`src/ufd_pkg.sv`:
```
// Package with register map, field layout and queue and teardown types of the USB FIFO and packet DMA channel registers.
package ufd_pkg;
   localparam int ADDR_W = 8;
   localparam int DATA_W = 16;
   localparam int NUM_TX_CH = 4;
   localparam int NUM_EP = 4;
   // Register byte offsets; nothing prints them, so they are chosen here.
   localparam logic [7:0] OFS_TX_FIFO_START   = 8'h00;
   localparam logic [7:0] OFS_RX_FIFO_START   = 8'h10;
   localparam logic [7:0] OFS_HW_VERSION      = 8'h20;
   localparam logic [7:0] OFS_DMA_REV_LOW     = 8'h24;
   localparam logic [7:0] OFS_DMA_REV_HIGH    = 8'h28;
   localparam logic [7:0] OFS_TEARDOWN_QUEUE  = 8'h2C;
   localparam logic [7:0] OFS_DMA_EMULATION   = 8'h30;
   localparam logic [7:0] OFS_IRQ_STATUS      = 8'h34;
   localparam logic [7:0] OFS_IRQ_MASK        = 8'h38;
   localparam logic [7:0] OFS_TX_RETURN_QUEUE = 8'h40;
   localparam logic [7:0] OFS_TX_CONTROL      = 8'h50;
   // Field positions.
   localparam int FIFO_ADDR_MSB  = 12;
   localparam int FIFO_UNIT_LOG2 = 3;
   localparam int VER_RC_BIT     = 15;
   localparam int VER_MAJ_MSB    = 14;
   localparam int VER_MAJ_LSB    = 10;
   localparam int VER_MIN_MSB    = 9;
   localparam int QMGR_MSB       = 13;
   localparam int QMGR_LSB       = 12;
   localparam int QNUM_MSB       = 11;
   localparam int EMU_SOFT_BIT   = 1;
   localparam int EMU_FREE_BIT   = 0;
   localparam int TX_ENABLE_BIT  = 15;
   localparam int TX_TEARDOWN_BIT = 14;
   // Reset values.
   localparam logic [15:0] RST_FIFO_START = 16'h0000;
   localparam logic [15:0] RST_QUEUE      = 16'h0000;
   localparam logic [1:0]  RST_EMULATION  = 2'h0;
   localparam logic [15:0] RST_CONTROL    = 16'h0000;
   localparam logic [15:0] EP0_FIFO_BYTES = 16'h0040;
   localparam logic [15:0] MINOR_MAX      = 16'h03E7;
   typedef struct packed {
      logic [1:0]  qmgr;
      logic [11:0] qnum;
   } ufd_queue_s;
   typedef struct packed {
      logic [1:0]  channel;
      ufd_queue_s  source;
      ufd_queue_s  target;
   } ufd_teardown_s;
endpackage : ufd_pkg

```
`src/ufd_regs.sv`:
```
// Register bank for endpoint FIFO placement, version, packet DMA revision, emulation and transmit channel control.
//
// Our own choices: the plain strobed port and the register offsets.
`timescale 1ns/1ps
// Operation
// - FIFO start field bits 12:0; byte address is eight times the value.
// - Version bit 15 flags release candidate; bits 14:10 hold major version.
// - Version bits 9:0 hold minor version, decimal 0 to 999.
// - DMA revision split over two read-only halves: low then high.
// - Teardown queue bits 13:12 pick one of four queue managers.
// - Teardown queue bits 11:0 pick one of 4K queues.
// - Teardown completion of every channel uses descriptors from that queue.
// - Four transmit channels, each with a pair of configuration registers.
// - Per channel, bits 13:12 and 11:0 select the teardown return queue.
// - Channel enable bit 15; hardware clears it when teardown completes.
// - Writing one to bit 14 requests teardown; the bit stays set afterwards.
// - Emulation control has soft-stop bit 1 and free-run bit 0.
// - Endpoint 0 FIFO is fixed: 64 bytes at address zero.
module ufd_regs #(
   parameter logic        VER_RC     = 1'b0,
   parameter logic [4:0]  VER_MAJOR  = 5'h01,
   parameter logic [9:0]  VER_MINOR  = 10'h000,
   // Revision value is arbitrary.
   parameter logic [31:0] DMA_REV_ID = 32'h0001_0000
) (
   input  wire logic                    clock_i,
   input  wire logic                    rst_i,
   input  wire logic [7:0]              addr_i,
   input  wire logic [15:0]             wdata_i,
   input  wire logic                    wr_i,
   input  wire logic                    rd_i,
   output logic [15:0]                  rdata_o,
   input  wire logic                    td_done_i,
   input  wire logic [1:0]              td_done_ch_i,
   output logic                         td_move_o,
   output ufd_pkg::ufd_teardown_s       td_move_o_info,
   output logic [3:0]                   tx_enable_o,
   output logic [3:0]                   tx_teardown_req_o,
   output logic [15:0]                  tx_fifo_byte_addr_o [4],
   output logic [15:0]                  rx_fifo_byte_addr_o [4],
   output logic                         emu_soft_o,
   output logic                         emu_free_o,
   output logic                         irq_o
);
   // The minor version field holds a decimal count, so anything above 999 cannot be reported.
   if (VER_MINOR > ufd_pkg::MINOR_MAX[9:0]) begin : g_minor_check
      $error("minor version above 999");
   end

   logic [12:0] tx_fifo_q [4];
   logic [12:0] rx_fifo_q [4];
   ufd_pkg::ufd_queue_s td_queue_q;
   ufd_pkg::ufd_queue_s ret_q [4];
   logic [3:0]  en_q;
   logic [3:0]  tdreq_q;
   logic [1:0]  emu_q;
   logic [3:0]  irq_stat_q;
   logic [3:0]  irq_mask_q;
   logic [15:0] rdata_q;

   // Endpoint 0 keeps its array slot, but its outputs skip this and stay fixed at address zero.
   function automatic logic [15:0] fifo_byte(input logic [12:0] f);
      return {f, 3'b000};
   endfunction : fifo_byte

   wire [1:0]  idx       = addr_i[3:2];
   wire        sel_txf   = (addr_i[7:4] == ufd_pkg::OFS_TX_FIFO_START[7:4]);
   wire        sel_rxf   = (addr_i[7:4] == ufd_pkg::OFS_RX_FIFO_START[7:4]);
   wire        sel_ret   = (addr_i[7:4] == ufd_pkg::OFS_TX_RETURN_QUEUE[7:4]);
   wire        sel_ctl   = (addr_i[7:4] == ufd_pkg::OFS_TX_CONTROL[7:4]);
   wire        aligned   = (addr_i[1:0] == 2'b00);
   wire        wr_tdq    = wr_i && addr_i == ufd_pkg::OFS_TEARDOWN_QUEUE;
   wire        wr_emu    = wr_i && addr_i == ufd_pkg::OFS_DMA_EMULATION;
   wire        wr_msk    = wr_i && addr_i == ufd_pkg::OFS_IRQ_MASK;
   wire        rd_stat   = rd_i && addr_i == ufd_pkg::OFS_IRQ_STATUS;
   wire        wr_ctl    = wr_i && sel_ctl && aligned;
   wire [3:0]  done_vec  = td_done_i ? (4'h1 << td_done_ch_i) : 4'h0;
   wire [15:0] ver_word  = {VER_RC, VER_MAJOR, VER_MINOR};

   logic [15:0] rd_mux;
   always_comb begin
      rd_mux = 16'h0000;
      if (aligned) begin
         if (sel_txf) rd_mux = {3'b000, tx_fifo_q[idx]};
         else if (sel_rxf) rd_mux = {3'b000, rx_fifo_q[idx]};
         else if (sel_ret) rd_mux = {2'b00, ret_q[idx]};
         else if (sel_ctl) rd_mux = {en_q[idx], tdreq_q[idx], 14'h0000};
         else begin
            unique case (addr_i)
               ufd_pkg::OFS_HW_VERSION:     rd_mux = ver_word;
               ufd_pkg::OFS_DMA_REV_LOW:    rd_mux = DMA_REV_ID[15:0];
               ufd_pkg::OFS_DMA_REV_HIGH:   rd_mux = DMA_REV_ID[31:16];
               ufd_pkg::OFS_TEARDOWN_QUEUE: rd_mux = {2'b00, td_queue_q};
               ufd_pkg::OFS_DMA_EMULATION:  rd_mux = {14'h0000, emu_q};
               ufd_pkg::OFS_IRQ_STATUS:     rd_mux = {12'h000, irq_stat_q};
               ufd_pkg::OFS_IRQ_MASK:       rd_mux = {12'h000, irq_mask_q};
               default:                     rd_mux = 16'h0000;
            endcase
         end
      end
   end

   always_ff @(posedge clock_i) begin
      if (rst_i) begin
         for (int i = 0; i < 4; i++) begin
            tx_fifo_q[i] <= ufd_pkg::RST_FIFO_START[12:0];
            rx_fifo_q[i] <= ufd_pkg::RST_FIFO_START[12:0];
            ret_q[i]     <= ufd_pkg::RST_QUEUE[13:0];
         end
         td_queue_q <= ufd_pkg::RST_QUEUE[13:0];
         emu_q      <= ufd_pkg::RST_EMULATION;
         irq_mask_q <= 4'h0;
         rdata_q    <= 16'h0000;
      end else begin
         rdata_q <= rd_i ? rd_mux : 16'h0000;
         if (wr_i && aligned && sel_txf) tx_fifo_q[idx] <= wdata_i[12:0];
         if (wr_i && aligned && sel_rxf) rx_fifo_q[idx] <= wdata_i[12:0];
         if (wr_i && aligned && sel_ret) ret_q[idx] <= wdata_i[13:0];
         if (wr_tdq) td_queue_q <= wdata_i[13:0];
         if (wr_emu) emu_q <= wdata_i[1:0];
         if (wr_msk) irq_mask_q <= wdata_i[3:0];
      end
   end

   // Channel control: completion on an enabled channel clears enable in the same cycle a write could set it; completion wins
   // because the channel has already been torn down and must be re-armed deliberately.
   always_ff @(posedge clock_i) begin
      if (rst_i) begin
         en_q       <= 4'h0;
         tdreq_q    <= 4'h0;
         irq_stat_q <= 4'h0;
      end else begin
         for (int c = 0; c < ufd_pkg::NUM_TX_CH; c++) begin
            if (wr_ctl && idx == c[1:0]) begin
               en_q[c]    <= wdata_i[ufd_pkg::TX_ENABLE_BIT];
               tdreq_q[c] <= wdata_i[ufd_pkg::TX_TEARDOWN_BIT];
            end
            if (done_vec[c] && en_q[c]) en_q[c] <= 1'b0;
         end
         // Status is sticky; a new completion wins over the read that clears it.
         irq_stat_q <= (rd_stat ? 4'h0 : irq_stat_q) | (done_vec & en_q);
      end
   end

   always_ff @(posedge clock_i) begin
      if (rst_i) begin
         td_move_o      <= 1'b0;
         td_move_o_info <= '0;
         irq_o          <= 1'b0;
         emu_soft_o     <= 1'b0;
         emu_free_o     <= 1'b0;
         tx_enable_o    <= 4'h0;
         tx_teardown_req_o <= 4'h0;
         for (int i = 0; i < 4; i++) begin
            tx_fifo_byte_addr_o[i] <= 16'h0000;
            rx_fifo_byte_addr_o[i] <= 16'h0000;
         end
      end else begin
         td_move_o      <= done_vec != 4'h0 && en_q[td_done_ch_i];
         td_move_o_info <= {td_done_ch_i, td_queue_q, ret_q[td_done_ch_i]};
         irq_o          <= |((irq_stat_q | (done_vec & en_q)) & irq_mask_q & ~(rd_stat ? irq_stat_q : 4'h0));
         emu_soft_o     <= emu_q[ufd_pkg::EMU_SOFT_BIT];
         emu_free_o     <= emu_q[ufd_pkg::EMU_FREE_BIT];
         tx_enable_o    <= en_q;
         tx_teardown_req_o <= tdreq_q;
         for (int i = 0; i < 4; i++) begin
            // Slot 0 describes endpoint 0 and is pinned to zero.
            tx_fifo_byte_addr_o[i] <= (i == 0) ? 16'h0000 : fifo_byte(tx_fifo_q[i]);
            rx_fifo_byte_addr_o[i] <= (i == 0) ? 16'h0000 : fifo_byte(rx_fifo_q[i]);
         end
      end
   end

   assign rdata_o = rdata_q;

   AST_TD_CLEARS_EN: assert property (@(posedge clock_i) disable iff (rst_i)
      td_done_i && en_q[td_done_ch_i] && !wr_ctl |=> !en_q[$past(td_done_ch_i)]) else $error("enable not cleared");
   AST_TD_MOVE: assert property (@(posedge clock_i) disable iff (rst_i)
      td_done_i && en_q[td_done_ch_i] |=> td_move_o && td_move_o_info.source == $past(td_queue_q))
      else $error("teardown move missing");
   AST_TDREQ_STAYS: assert property (@(posedge clock_i) disable iff (rst_i)
      tdreq_q[0] && !(wr_ctl && idx == 2'd0) |=> tdreq_q[0]) else $error("teardown bit lost");
   AST_RSVD_ZERO: assert property (@(posedge clock_i) disable iff (rst_i)
      rd_i && sel_ctl |=> rdata_o[13:0] == 14'h0000) else $error("reserved bits nonzero");
   AST_VER_READ: assert property (@(posedge clock_i) disable iff (rst_i)
      rd_i && addr_i == ufd_pkg::OFS_HW_VERSION |=> rdata_o[9:0] <= 10'd999 && rdata_o[15] == VER_RC)
      else $error("version read wrong");
   AST_REV_HIGH: assert property (@(posedge clock_i) disable iff (rst_i)
      rd_i && addr_i == ufd_pkg::OFS_DMA_REV_HIGH |=> rdata_o == DMA_REV_ID[31:16]) else $error("revision high");
   AST_FIFO_SCALE: assert property (@(posedge clock_i) disable iff (rst_i)
      1'b1 |=> tx_fifo_byte_addr_o[1] == {$past(tx_fifo_q[1]), 3'b000}) else $error("fifo scale wrong");
   AST_EP0_FIXED: assert property (@(posedge clock_i) disable iff (rst_i)
      rx_fifo_byte_addr_o[0] == 16'h0000 && tx_fifo_byte_addr_o[0] == 16'h0000) else $error("ep0 moved");
   AST_EMU_BITS: assert property (@(posedge clock_i) disable iff (rst_i)
      wr_emu |=> ##1 emu_soft_o == $past(wdata_i[1], 2)) else $error("soft bit");
endmodule : ufd_regs

```
`config.mk`:
```
export PLATFORM = sky130hd
export DESIGN_NAME = ufd_regs
export DESIGN_NICKNAME = d
export VERILOG_FILES = /design/src/ufd_pkg.sv /design/src/ufd_regs.sv
export SDC_FILE = /design/constraint.sdc
export NUM_CORES = 1
export LEC_CHECK = 0
export ABC_AREA = 1
export BUFFER_PORTS_ARGS = -buffer_cell sky130_fd_sc_hd__buf_2
export CORE_MARGIN = 4
export CORE_UTILIZATION = 56
export DETAILED_ROUTE_END_ITERATION = 8
export HOLD_SLACK_MARGIN = 0.12
export PLACE_DENSITY = 0.79
export SYNTH_ARGS = -nofsm -noshare
export SYNTH_HDL_FRONTEND = slang
export SYNTH_SLANG_ARGS = --single-unit
```
`constraint.sdc`:
```
create_clock -name clock_i -period 3.6 [get_ports clock_i]
set_clock_uncertainty 0.05 [all_clocks]
set_input_delay 0.72 -clock clock_i [delete_from_list [all_inputs] [get_ports clock_i]]
set_output_delay 0.72 -clock clock_i [all_outputs]
set_load 0.05 [all_outputs]
```
; ---- Yosys cells after proc, flatten, opt, wreduce, memory -nomap -nowiden
; Memory sizes are Yosys's and may differ from the RTL's. A register that Yosys moved wholly into a read port is not among the register bits.
; Cells that the tools add are included.
[op_classes]
n_reduce_logical = 34
eq_ne = 12
muxes = 34
shift = 1
magnitude_cmp = 2
bitwise_logic = 8
[ops]
columns = operator, n
row1 = one-hot mux 14 bit (6 select lines), 1
row2 = two-way mux 13 bit, 4
row3 = "equality test 8 x 6 -> 1 bit, second input constant", 6
row4 = two-way mux 14 bit, 2
row5 = OR reduction 13 bit, 2
row6 = logical AND 1 bit, 19
row7 = two-way mux 1 bit, 17
row8 = two-way mux 16 bit, 1
row9 = OR reduction 14 bit, 1
row10 = bitwise AND 4 bit, 3
row11 = two-way mux 4 bit, 3
row12 = "equality test 4 x 3 -> 1 bit, second input constant", 2
row13 = bitwise OR 4 bit, 2
row14 = OR reduction 2 bit, 4
row15 = binary-select mux 1 bit (select 2 bit), 3
row16 = "< comparator 2 x 3 -> 1 bit, second input constant", 2
row17 = two-way mux 2 bit, 3
row18 = OR reduction 6 bit, 1
row19 = OR reduction 5 bit, 1
row20 = "equality test 2 bit, second input constant", 2
row21 = "equality test 4 x 1 -> 1 bit, second input constant", 1
row22 = zero test 2 bit, 2
row23 = zero test 4 bit, 1
row24 = inverter 4 bit, 1
row25 = 6 further kinds, 7
[word_totals]
ram_bits = 160
mem_count = 3
word_cells = 127
register_bits = 126
[mem_list]
columns = name, words, word_bits, read_ports, rd_ports_with_merged_regs, wr, line_no
row1 = ret_q, 4, 14, 2, 1, 4, ufd_regs.sv:53  ; ufd_pkg::ufd_queue_s ret_q [4];
row2 = rx_fifo_q, 4, 13, 4, 3, 4, ufd_regs.sv:51  ; logic [12:0] rx_fifo_q [4];
row3 = tx_fifo_q, 4, 13, 4, 3, 4, ufd_regs.sv:50  ; logic [12:0] tx_fifo_q [4];

; ---- Longest topological paths before layout
; Gate-level depths: netlist of run 1.
[logic_depth]
word_depth = 8
depth_mapped = 12
depth_no_buf = 11

; ---- Least setup slack after synthesis of run 1
; Ideal clock, no wire load.
[synth_path]
kind = input port to flip-flop
start = input addr_i[7]
end = memory tx_fifo_q[3][0] (enable)
cell_stages = 7
path_slack_ns = 0.885
setup_time_ns = 0.401
arrival_ns = 2.264
t_required_ns = 3.149
n_path_buf = 0
cell_sequence = inv_1 nand3_2 nor2_2 inv_2 nor2_1 inv_2 o21ai_0
[synth_lines]
columns = item, line_no
row1 = start: declaration, ufd_regs.sv:28  ; input wire logic [7:0] addr_i,
row2 = end: declaration, ufd_regs.sv:50

==> results of run 1 <==
-- cells by family after synthesis --
kind of cell	Yosys count	share of synthesized area (%)
flops	328	63.20
buf+inv	301	10.65
compound gates	168	7.677
other cells	1	0.02902
simple gates	574	18.44
-- registers in the layout (all words and copies together) (netlist names), 2 cells and up --
register / count
emu_q: 2
en_q: 4
irq_mask_q: 4
irq_stat_q: 4
rdata_o: 16
ret_q: 56
rx_fifo_byte_addr_o: 39
rx_fifo_q: 52
td_move_o_info: 30
td_queue_q: 14
tdreq_q: 4
tx_enable_o: 4
tx_fifo_byte_addr_o: 39
tx_fifo_q: 52
tx_teardown_req_o: 4
-- worst max-delay path: stages --
cell and delay (ns):
buf_2 0.11, inv_1 0.10, nand3_2 0.13, nor2_2 0.31, inv_2 0.19, nor2_1 0.15
inv_2 0.08, nor2_8 0.18, nand2_2 0.13, nand2_1 0.48
-- synth_stat cells (all sizes together) --
master   count  area share, %
o211ai       6           0.35
o2111ai      1          0.068
clkinv       2          0.058
clkbuf      25           0.73
a31oi       11           0.53
conb         1          0.029
nand3       22           0.89
edfxtp     160             37
nor3         1           0.13
nor2       313            9.8
inv        190            5.5
nand4       24            1.2
or2          1          0.048
nand2      213            6.4
o22ai       23            1.1
a221oi      10           0.68
a211oi       2           0.12
a22oi       19            1.1
buf         84            4.3
o21ai       56            2.2
dfxtp      168             26
a21oi       40            1.5
-- worst paths after layout --
| path | endpoint | slack, ns | cells past startpoint | startpoint |
|---|---|---|---|---|
| setup / recovery | tx_fifo_q[2][5]$_SDFFCE_PN0P_ | 1.15 | 10 | addr_i[5] |
| hold / removal | td_move_o_info[29]$_SDFF_PP0_ | 0.40 | 3 | td_done_ch_i[1] |
| setup reg to reg | rdata_o[12]$_SDFF_PP0_ | 2.03 | 6 | ret_q[3][12]$_DFFE_PP_ |
| hold reg to reg | tx_teardown_req_o[2]$_SDFF_PP0_ | 0.42 | 2 | tdreq_q[2]$_SDFFE_PP0P_ |
-- per-layer routing --
metal | up-vias | track usage [%]
met3 | 99 | 4.594
met5 | - | 0
met1 | 4713 | 35.55
li1 | 4625 | -
met4 | 0 | 9.503
met2 | 655 | 44.50
-- through the flow --
step / hold slack, ns / cell area [um^2]
after global routing: 0.4043 / 14850
after floorplan: 0.3742 / 13110
after detailed placement: 0.3925 / 13830
after CTS: 0.3871 / 14850
final: 0.3968 / 14850
after global placement: 0.3880 / 13830
-- power by group --
group	switching, W	total (W)	internal, W	leakage, nW
Sequential	0.0000651	0.00413	0.00406	2.90
Clock	0.00136	0.00320	0.00184	0.510
Combinational	0.000672	0.000818	0.000146	3.17
-- layout make-up --
type	count	area share [%]
Timing Repair Buffer	191	6.875
Clock inverter	8	0.2949
Multi-Input combinational cell	792	24.01
Inverter	192	4.870
Tap cell	285	2.401
Clock buffer	50	6.546
Sequential cell	328	55.00
==> impl_summary.md, run 1 <==
Final layout
The commonest non-fill, non-tap cell in the layout is nor2_1. In the final layout, the share of cells above drive strength 1 is 18.13%. The area added between synthesis and finish is 14.91%. Across the whole layout, storage elements account for 8168 um^2. Leaving out filler cells and counting taps, the final layout contains 1846.

The area of combinational cells with multiple inputs is 3566 um^2. The layout has 1759 filler cells. In the layout the commonest cells are 295 x nor2_1, 205 x nand2_1, 177 x inv_1. The post-route core utilization is 65.59%. 0 antenna diodes ended up in the layout. At the end of the flow, the number of nets in the layout was 1567.

Routing
After detailed routing, the met2 layer carries 16940 um of wire. In the routed layout, each cell is associated on average with a via count of 5.467. The final route contains 10.09k vias. The topmost layer with routed signal wires is met4. The detailed-route wire length per cell is 19.13 um. For this block, wires on met1 add up to 13070 um. The remaining antenna violation count after routing is 0. The number of violations reported at the end of detailed-routing iteration 0 is 1296. Before antenna repair, the detailed router went through 5 iterations. The total length of routed wires is 35320 um. The post-route DRC violation count is 0. The met3 wire length is 3999 um.

Floorplanning
The placement row count is 55. The die is 159.9 um wide. The floorplan step defined a die boundary enclosing 25570 um^2. From bottom edge to top edge, the die measures 159.9 um. The starting utilization of the core area is 57.08%. In this run the count of I/O pins placed on the die edge is 217.

After floorplanning, the core was sized to cover 22640 um^2.

Placement
OpenSTA, run right after detailed placement, puts the worst setup slack at 0.5845 ns. The congestion estimate from routability-driven global placement came to 0.9697. Summed over all nets, the half-perimeter wirelength after detailed placement is 25210 um. The number of port buffers is 166. The cell count after placement is 1788.

GRT
For this run the aggregate overflow at the end of global routing stands at 0. Entering global routing, the biggest net connects 71 pins. The first-pass GRT wire length is 53900 um.

The overall global routing resource usage is 26.69%. The number of antenna violations at the first check in global routing is 0. The via count of the first global-routing pass was 9591.

Setup path
Data on the critical path is required at its endpoint by 3.74 ns. The critical path is of the input pin to register type. The peak fanout along the critical path is 13. The endpoint arrival time on the critical path is 2.60 ns. The element type at the critical path start is an input pin. The kind of capture point of the worst setup path is a register.

STA
For the pin with the worst max-slew slack, the measured transition is 0.7708 ns. The final cycle utilization of the critical path is 68.17%. Setup repair after global routing left no endpoint under its margin. The normalized max-slew margin is 48.43%. The number of max-slew violations in the final report is 0. The total count of hold-check failures in the final report is 0. For the final routed database, the setup TNS stands at 0 ns. The fmax is 0.4075 GHz. After layout, the minimum clock period comes to 2.454 ns. Setup violations remaining at the end of the flow were counted as 0. The final setup slack of the worst path is 1.146 ns.

Clocking
No sink is reached through more buffers than the 3 on the longest clock path. The later pin in the worst-skew pair is clocked with a latency of 0.56 ns. The clock root buffer master is clkbuf_16.

After clock tree synthesis, the setup repair step added 0 buffers. The post-cts gate resize count is 0. In this run the number of H-tree levels came out at 1. Clock tree synthesis inserted a total of 31 buffers.

The clock slew at the register clock pins of the worst setup and hold paths is 0.06 ns. The TritonCTS clock tree is built. In this run, post-CTS hold repair placed 0 buffers. The CTS sink count is 328.

Logic synthesis
The mean area per synthesized cell is 9.420 um^2. For this run, the register share of the synthesized area comes to 63.20%. The flop and latch count out of synthesis is 328. The post-synth design cell area is 12920 um^2. The warning count from the yosys run is 0. Synthesis produced 1372 cells.

The count of cell types in the netlist is 33.

Status
The run finished with clean final reports.

Pwr
The total power draw is 0.008142 W. The static power due to leakage is 6.578 nW. The peak supply drop is 0.4707 mV. For this design the ratio of total power to cell area is 548.2 nW/um^2.

Worst hold path
The class of the tightest hold or removal check is input pin to register.

Run
The tool flagged a number of max-cap violations equal to 0.
No activity file was read; power rests on OpenSTA's default activity.
==> run 2, diff against run 1 <==
- CORE_UTILIZATION: 56 -> 51
- PLACE_DENSITY: 0.79 -> 0.76
- clock period: 3.6 -> 2 ns (I/O delays scaled with it)
==> run 2 against run 1 <==
Effect of this change: routed wire length is 3.0% higher; global-route usage fell by 1.6 points; core utilization is 2.1 points lower; cell count is 5.4% higher; critical endpoint is now td_move_o_info[5]$_SDFF_PP0_; largest power group unchanged.
==> impl_summary.md, run 2 (same netlist as run 1, synthesis figures left out) <==
Status
The run finished with clean final reports.

Final layout
The library cells used most frequently in the layout, excluding fill and tap cells, are 295 x nor2_1, 205 x nand2_1, 177 x inv_1. Leaving out fill and tap cells, the most frequent cell in the layout is nor2_1. Relative to the synthesized area, the layout overhead comes to 20.83%.

In the final layout, the registers with the most flip-flops are ret_q: 56 flops, rx_fifo_q: 52 flops, tx_fifo_q: 52 flops. The number of nets in the final layout is 1627 (+3.8%). The filler cell count in the final layout was 1909 (+8.5%). The flip-flop count of the largest register, all copies and words added is 56 (unchanged).

The fraction of layout cells with a size suffix above 1 came to 20.91% (+2.8 points). The number of diodes added for antenna fixing was 0 (unchanged). ret_q holds more flip-flops than any other register.

Setup path
The worst-case reg-to-reg path depth is 7 (+1). The peak fanout along the critical path was 8 (-5). The critical path is of the input pin to register type.

The element type at the critical path start is an input pin. The endpoint arrival time on the critical path is 2.20 ns (-0.40 ns). The kind of capture point of the worst setup path is a register. The worst path required time is 2.37 ns (-1.37 ns).

Placement
The routability congestion estimate from global placement is 0.9686 (-0.11%). The detailed placer's ending HPWL is 26430 um (+4.8%). The number of port buffers came to 166 (unchanged).

Routing
The met3 wire length is 4323 um (+8.1%). The number of violations reported at the end of detailed-routing iteration 0 was 1357 (+4.7%). The detailed-route wire length per cell is 18.71 um (-2.2%). The remaining antenna violation count after routing is 0 (unchanged). The wire length on met1 came to 13380 um (+2.4%). The via count normalized by instance count is 5.296 (-3.1%). The post-route DRC violation count is 0 (unchanged).

The length of the first detailed-routing pass in iterations was 8 (+3). The total length of routed wires is 36390 um (+3.0%). The routed length on met2 was 17250 um (+1.8%). After detailed routing, no signal wire sits above met5.

The via count is 10.30k (+2.1%).

Floorplanning
The die width is 167.2 um (+4.5%). The floorplan die height is 167.2 um (+4.5%). The placement row count is 57 (+3.6%). The floorplan core area came to 24600 um^2 (+8.7%). The I/O pin count is 217 (unchanged). The starting utilization of the core area is 52.52% (-4.6 points). The die footprint is 27950 um^2 (+9.3%).

STA
The normalized max-slew margin came to 54.75% (+6.3 points). The final setup TNS came to 0 ns (unchanged). The actual transition at the worst max-transition pin is 0.6780 ns (-0.09280 ns). The total count of hold-check failures in the final report is 0 (unchanged). The fmax is 0.5469 GHz. The final critical path takes up 91.42% of the cycle. The number of max-slew violations in the final report was 0 (unchanged). Setup repair after global routing left no endpoint under its margin.

The final critical-path required period is 1.828 ns. The worst hold slack is 0.1409 ns (-0.2559 ns). The number of failing setup endpoints in the final timing report is 0 (unchanged).

Clocking
The CTS sink count is 328 (unchanged). The number of buffers between clock root and the deepest sink came to 3 (unchanged). The clock root buffer master is clkbuf_16. The clock slew at the register clock pins of the worst setup and hold paths is 0.07 ns (about the same).

The hold buffer count at cts is 7 (+7). The H-tree level count is 1 (unchanged). TritonCTS built the clock tree. The clock insertion delay at the later pin of the skew report is 0.57 ns (about the same). The post-cts gate resize count is 0 (unchanged). The number of buffers added for setup after CTS was 0 (unchanged).

The clock buffer count from CTS is 31 (unchanged).

Pwr
The total power divided by cell area is 973.1 nW/um^2 (+77%). The peak supply drop is 0.6355 mV (+35%). The static power due to leakage is 6.950 nW (+5.7%).

GRT
The number of antenna violations at the first check in global routing is 1 (+1). The overflow left after global routing is 0 (unchanged). The first-pass GRT wire length is 55400 um (+2.8%). The pin count of the biggest net entering global routing is 120 (+69%). The via count of the first global-routing pass is 9950 (+3.7%).

The overall global routing resource usage is 25.04% (-1.6 points).

Worst hold path
The hold-critical path depth is 3 (unchanged). The class of the tightest hold or removal check is input pin to register.

Run
The max-cap check violation count was 0 (unchanged).
## run 2: cell count changes in the layout (fill, tap and decap cells not counted)
cell           change
dlygate4sd3_1      +7
buf_12            +11
inv_4              +2
o21ai_0            -1
o21ai_2            +1
clkbuf_1           +1
clkinv_2           -1
clkbuf_2           -3
clkbuf_4           +1
buf_4             +42
clkinv_4           -1
clkbuf_8           -2
clkinv_1           -3
clkbuf_16          +6
## run 2: worst max-delay path, stage by stage
cell and delay (ns):
dlygate4sd3_1 0.53, buf_2 0.14, inv_1 0.08, nor2_2 0.07, inv_1 0.26, o22ai_1 0.15, a221oi_1 0.46, nor2_1 0.09
## run 2: area by class of cell
type | count | area, um^2 | share of cell area (%)
clock buffer | 53 | 1091 | 6.987
clock inverter | 5 | 31.28 | 0.2003
tap | 324 | 405.4 | 2.596
sequential | 328 | 8168 | 52.31
multi-input combinational | 792 | 3570 | 22.86
inverter | 192 | 723.2 | 4.631
timing repair buffer | 251 | 1627 | 10.42
## run 2: routing by layer
metal | GRT usage [%] | vias to the layer above
li1 | - | 4753
met1 | 32.71 | 4781
met2 | 41.81 | 649
met3 | 4.998 | 116
met4 | 9.104 | 2
met5 | 0 | -
## run 2: final timing paths
check | from | endpoint | slack (ns)
worst max-delay path | td_done_ch_i[1] | td_move_o_info[5]$_SDFF_PP0_ | 0.17
worst min-delay path | wdata_i[12] | td_queue_q[12]$_SDFFE_PP0P_ | 0.14
worst max register to register | ret_q[0][10]$_SDFFCE_PN0P_ | rdata_o[10]$_SDFF_PP0_ | 0.36
worst min register to register | tdreq_q[2]$_SDFFE_PP0P_ | tx_teardown_req_o[2]$_SDFF_PP0_ | 0.40
## run 2: power by group
| group | switching, W | internal (W) | leakage (nW) | total (W) |
|---|---|---|---|---|
| Clock | 0.00248 | 0.00371 | 0.559 | 0.00619 |
| Sequential | 0.000116 | 0.00731 | 2.90 | 0.00743 |
| Combinational | 0.00123 | 0.000347 | 3.49 | 0.00158 |
| Total | 0.00383 | 0.0114 | 6.95 | 0.0152 |
## run 2: through the flow
stage	cells	total power [W]	worst slack (ns)	area, um^2	utilization, %
after detailed placement	1880	0.009112	-0.04992	14420	58.62
after global routing	1945	0.01566	0.1362	15620	63.46
after floorplan	1421	0.008667	0.004931	13110	-
final	1945	0.01519	0.1716	15620	63.46
after CTS	1945	0.01524	0.2684	15620	63.46
after global placement	1880	0.009087	-0.02109	14420	58.62
==> run 3, diff against run 2 <==
--- a/config.mk
+++ b/config.mk
@@ -14,2 +14,3 @@
 export PLACE_DENSITY = 0.76
+export SLEW_MARGIN = 20
 export SYNTH_ARGS = -nofsm -noshare
==> constraint.sdc (replaced) <==
create_clock -name clock_i -period 2 [get_ports clock_i]
set_clock_uncertainty 0.05 [all_clocks]
set_input_delay 0.1 -clock clock_i [delete_from_list [all_inputs] [get_ports clock_i]]
set_output_delay 0.1 -clock clock_i [all_outputs]
set_load 0.05 [all_outputs]
==> run 3 against run 2 <==
Effect of this change: critical path depth up 3; final area up 0.83%; largest power group unchanged; worst setup slack worse by 0.12 ns; total power up 1.5%.
==> impl_summary.md, run 3 (same netlist as run 1, synthesis figures left out) <==
Routing
The total length of routed wires was 36690 um (+0.82%). The number of violations reported at the end of detailed-routing iteration 0 came to 1301 (-4.1%). The detailed-route wire length per cell is 18.76 um (+0.26%). The via count normalized by instance count was 5.308 (+0.23%). The via count is 10.38k (+0.80%). The post-route DRC violation count is 0 (unchanged). The length of the first detailed-routing pass in iterations is 6 (-2). The remaining antenna violation count after routing was 0 (unchanged).

Placement
The placement-stage cell area was 14280 um^2 (-1.0%). The number of port buffers is 166 (unchanged). The detailed placer's ending HPWL came to 25650 um (-2.9%).

The routability congestion estimate from global placement is 0.9626 (-0.62%).

Clocking
The number of buffers added for setup after CTS is 0 (unchanged). The H-tree level count is 2 (+1). The post-cts gate resize count came to 0 (unchanged). The clock slew at the register clock pins of the worst setup and hold paths is 0.06 ns (about the same). The hold buffer count at cts came to 30 (+23). TritonCTS built the clock tree.

The clock buffer count from CTS was 34 (+9.7%). The clock insertion delay at the later pin of the skew report came to 0.51 ns (-0.06 ns). The clock root buffer master is clkbuf_16. The CTS sink count is 328 (unchanged). The number of buffers between clock root and the deepest sink came to 3 (unchanged).

STA
The fmax is 0.5130 GHz (-6.2%). The total count of hold-check failures in the final report is 0 (unchanged). The final critical-path required period was 1.950 ns (+0.1211 ns). The number of max-slew violations in the final report is 0 (unchanged). Setup repair after global routing left no endpoint under its margin.

The normalized max-slew margin came to 55.60% (+0.84 points). The actual transition at the worst max-transition pin was 0.6653 ns (-0.01262 ns). The number of failing setup endpoints in the final timing report is 0 (unchanged). The final setup TNS was 0 ns (unchanged). The final cycle utilization of the critical path is 97.48% (+6.1 points).

Setup path
The most repeated library cell on the critical path is inv_1. The library cell contributing the largest single delay on the critical path is dlygate4sd3_1. The peak fanout along the critical path came to 6 (-2). The endpoint identified for the worst register-to-register timing path is rdata_o[10]$_SDFF_PP0_.

The startpoint of the worst setup timing path is addr_i[0]. The worst path required time came to 2.39 ns (+0.02 ns). The critical path goes through dlygate4sd3_1 > buf_2 > inv_1 > nand2_2 > dlygate4sd3_1 > nor3_4 > buf_4 > o21ai_0 > inv_1 > o21ai_0 > inv_1. The slack of the worst reg-to-reg path is 0.29 ns (-0.07 ns). The endpoint arrival time on the critical path is 2.34 ns (+0.14 ns). The origin of the critical flop-to-flop path is ret_q[1][10]$_SDFFCE_PN0P_. The kind of capture point of the worst setup path is a register.

The peak per-stage delay on the critical path is 0.62 ns (+0.09 ns). The critical path in this run is classified as input pin to register. The endpoint of the most critical setup path is rdata_o[10]$_SDFF_PP0_. The worst-case reg-to-reg path depth is 6 (-1). The element type at the critical path start is an input pin.

Final layout
The number of nets in the final layout came to 1636 (+0.55%). The flip-flop count of the largest register, all copies and words added was 56 (unchanged). The library cells used most frequently in the layout, excluding fill and tap cells, are 295 x nor2_1, 205 x nand2_1, 177 x inv_1. In the final layout, the registers with the most flip-flops are ret_q: 56 flops, rx_fifo_q: 52 flops, tx_fifo_q: 52 flops. ret_q holds more flip-flops than any other register. The commonest non-fill, non-tap cell in the layout is nor2_1. The post-route core utilization is 63.99% (+0.53 points). The final standard cell area without fillers is 15750 um^2 (+0.83%).

The area of all sequential standard cells is 8168 um^2 (unchanged). The filler cell count in the final layout is 1874 (-1.8%). The fraction of layout cells with a size suffix above 1 is 19.80% (-1.1 points). The area of combinational cells with multiple inputs is 3566 um^2 (-0.11%). The area added between synthesis and finish is 21.83%.

Worst hold path
The tightest min-delay check is of the input pin to register type.

Floorplanning
The die width is 167.2 um (unchanged). The die footprint was 27950 um^2 (unchanged). The floorplan die height is 167.2 um (unchanged). The placement row count is 57 (unchanged). The floorplan core area came to 24600 um^2 (unchanged). The I/O pin count is 217 (unchanged). The starting utilization of the core area is 52.52% (unchanged).

Pwr
The static power due to leakage is 6.976 nW (+0.38%). The total power divided by cell area is 979.3 nW/um^2 (+0.64%). The peak supply drop is 0.6374 mV (+0.30%).

GRT
The overall global routing resource usage came to 25.25% (+0.21 points). The overflow left after global routing is 0 (unchanged). The first-pass GRT wire length came to 55580 um (+0.32%). The pin count of the biggest net entering global routing is 61 (-49%). The via count of the first global-routing pass came to 9956 (+0.060%). The number of antenna violations at the first check in global routing is 1 (unchanged).

Status
The flow ran to the end, and the final reports show no timing, DRC or antenna violations.

Run
The max-cap check violation count was 0 (unchanged).
[run 3: through the flow]
stage / setup WS [ns] / power, W / std cells / hold slack, ns
after floorplan: 0.2607 / 0.008667 / 1421 / 0.1749
after global placement: 0.2581 / 0.009065 / 1863 / 0.3372
after detailed placement: 0.2157 / 0.009083 / 1863 / 0.3379
after CTS: 0.1314 / 0.01545 / 1955 / 0.1332
after global routing: 0.004606 / 0.01586 / 1956 / 0.1790
final: 0.05050 / 0.01542 / 1956 / 0.1593
[run 3: worst min path at each step]
stage | start | endpoint | slack [ns] | cells after the start
finish | addr_i[2] | rdata_o[15]$_SDFF_PP0_ | 0.16 | 5
global route | addr_i[2] | rdata_o[15]$_SDFF_PP0_ | 0.18 | 5
CTS | addr_i[4] | tdreq_q[0]$_SDFFE_PP0P_ | 0.13 | 5
detailed placement | td_done_ch_i[1] | td_move_o_info[29]$_SDFF_PP0_ | 0.34 | 3
global placement | td_done_ch_i[1] | td_move_o_info[29]$_SDFF_PP0_ | 0.34 | 3
floorplan | td_done_ch_i[0] | td_move_o_info[28]$_SDFF_PP0_ | 0.17 | 2
[run 3: area by class of cell]
class | instances | share of cell area (%)
multi-input cells | 792 | 22.65
clock buffers | 56 | 7.136
well taps | 324 | 2.575
diodes | 1 | 0.01589
inverters | 192 | 4.593
repair buffers | 257 | 10.90
flip-flops and latches | 328 | 51.88
clock inverters | 6 | 0.2543
[run 3: power breakdown]
group	leakage (nW)	internal, W	switching (W)
clock network	0.579	0.00386	0.00254
logic	3.50	0.000356	0.00124
registers	2.90	0.00731	0.000107
total	6.98	0.0115	0.00389
[run 3: worst max-delay path, delay by kind of cell]
family | cells | cell delay, ns
buffers and inverters | 7 | 1.71
and+or+nand+nor | 2 | 0.27
AOI/OAI and AO/OA | 2 | 0.25
[run 3: layer usage]
metal,share of wire [%],global-route usage (%),up-vias
li1,-,-,4770
met1,37,32.09,4812
met2,47,41.19,679
met3,12,6.176,122
met4,4.8,11.40,0
met5,0,0,-
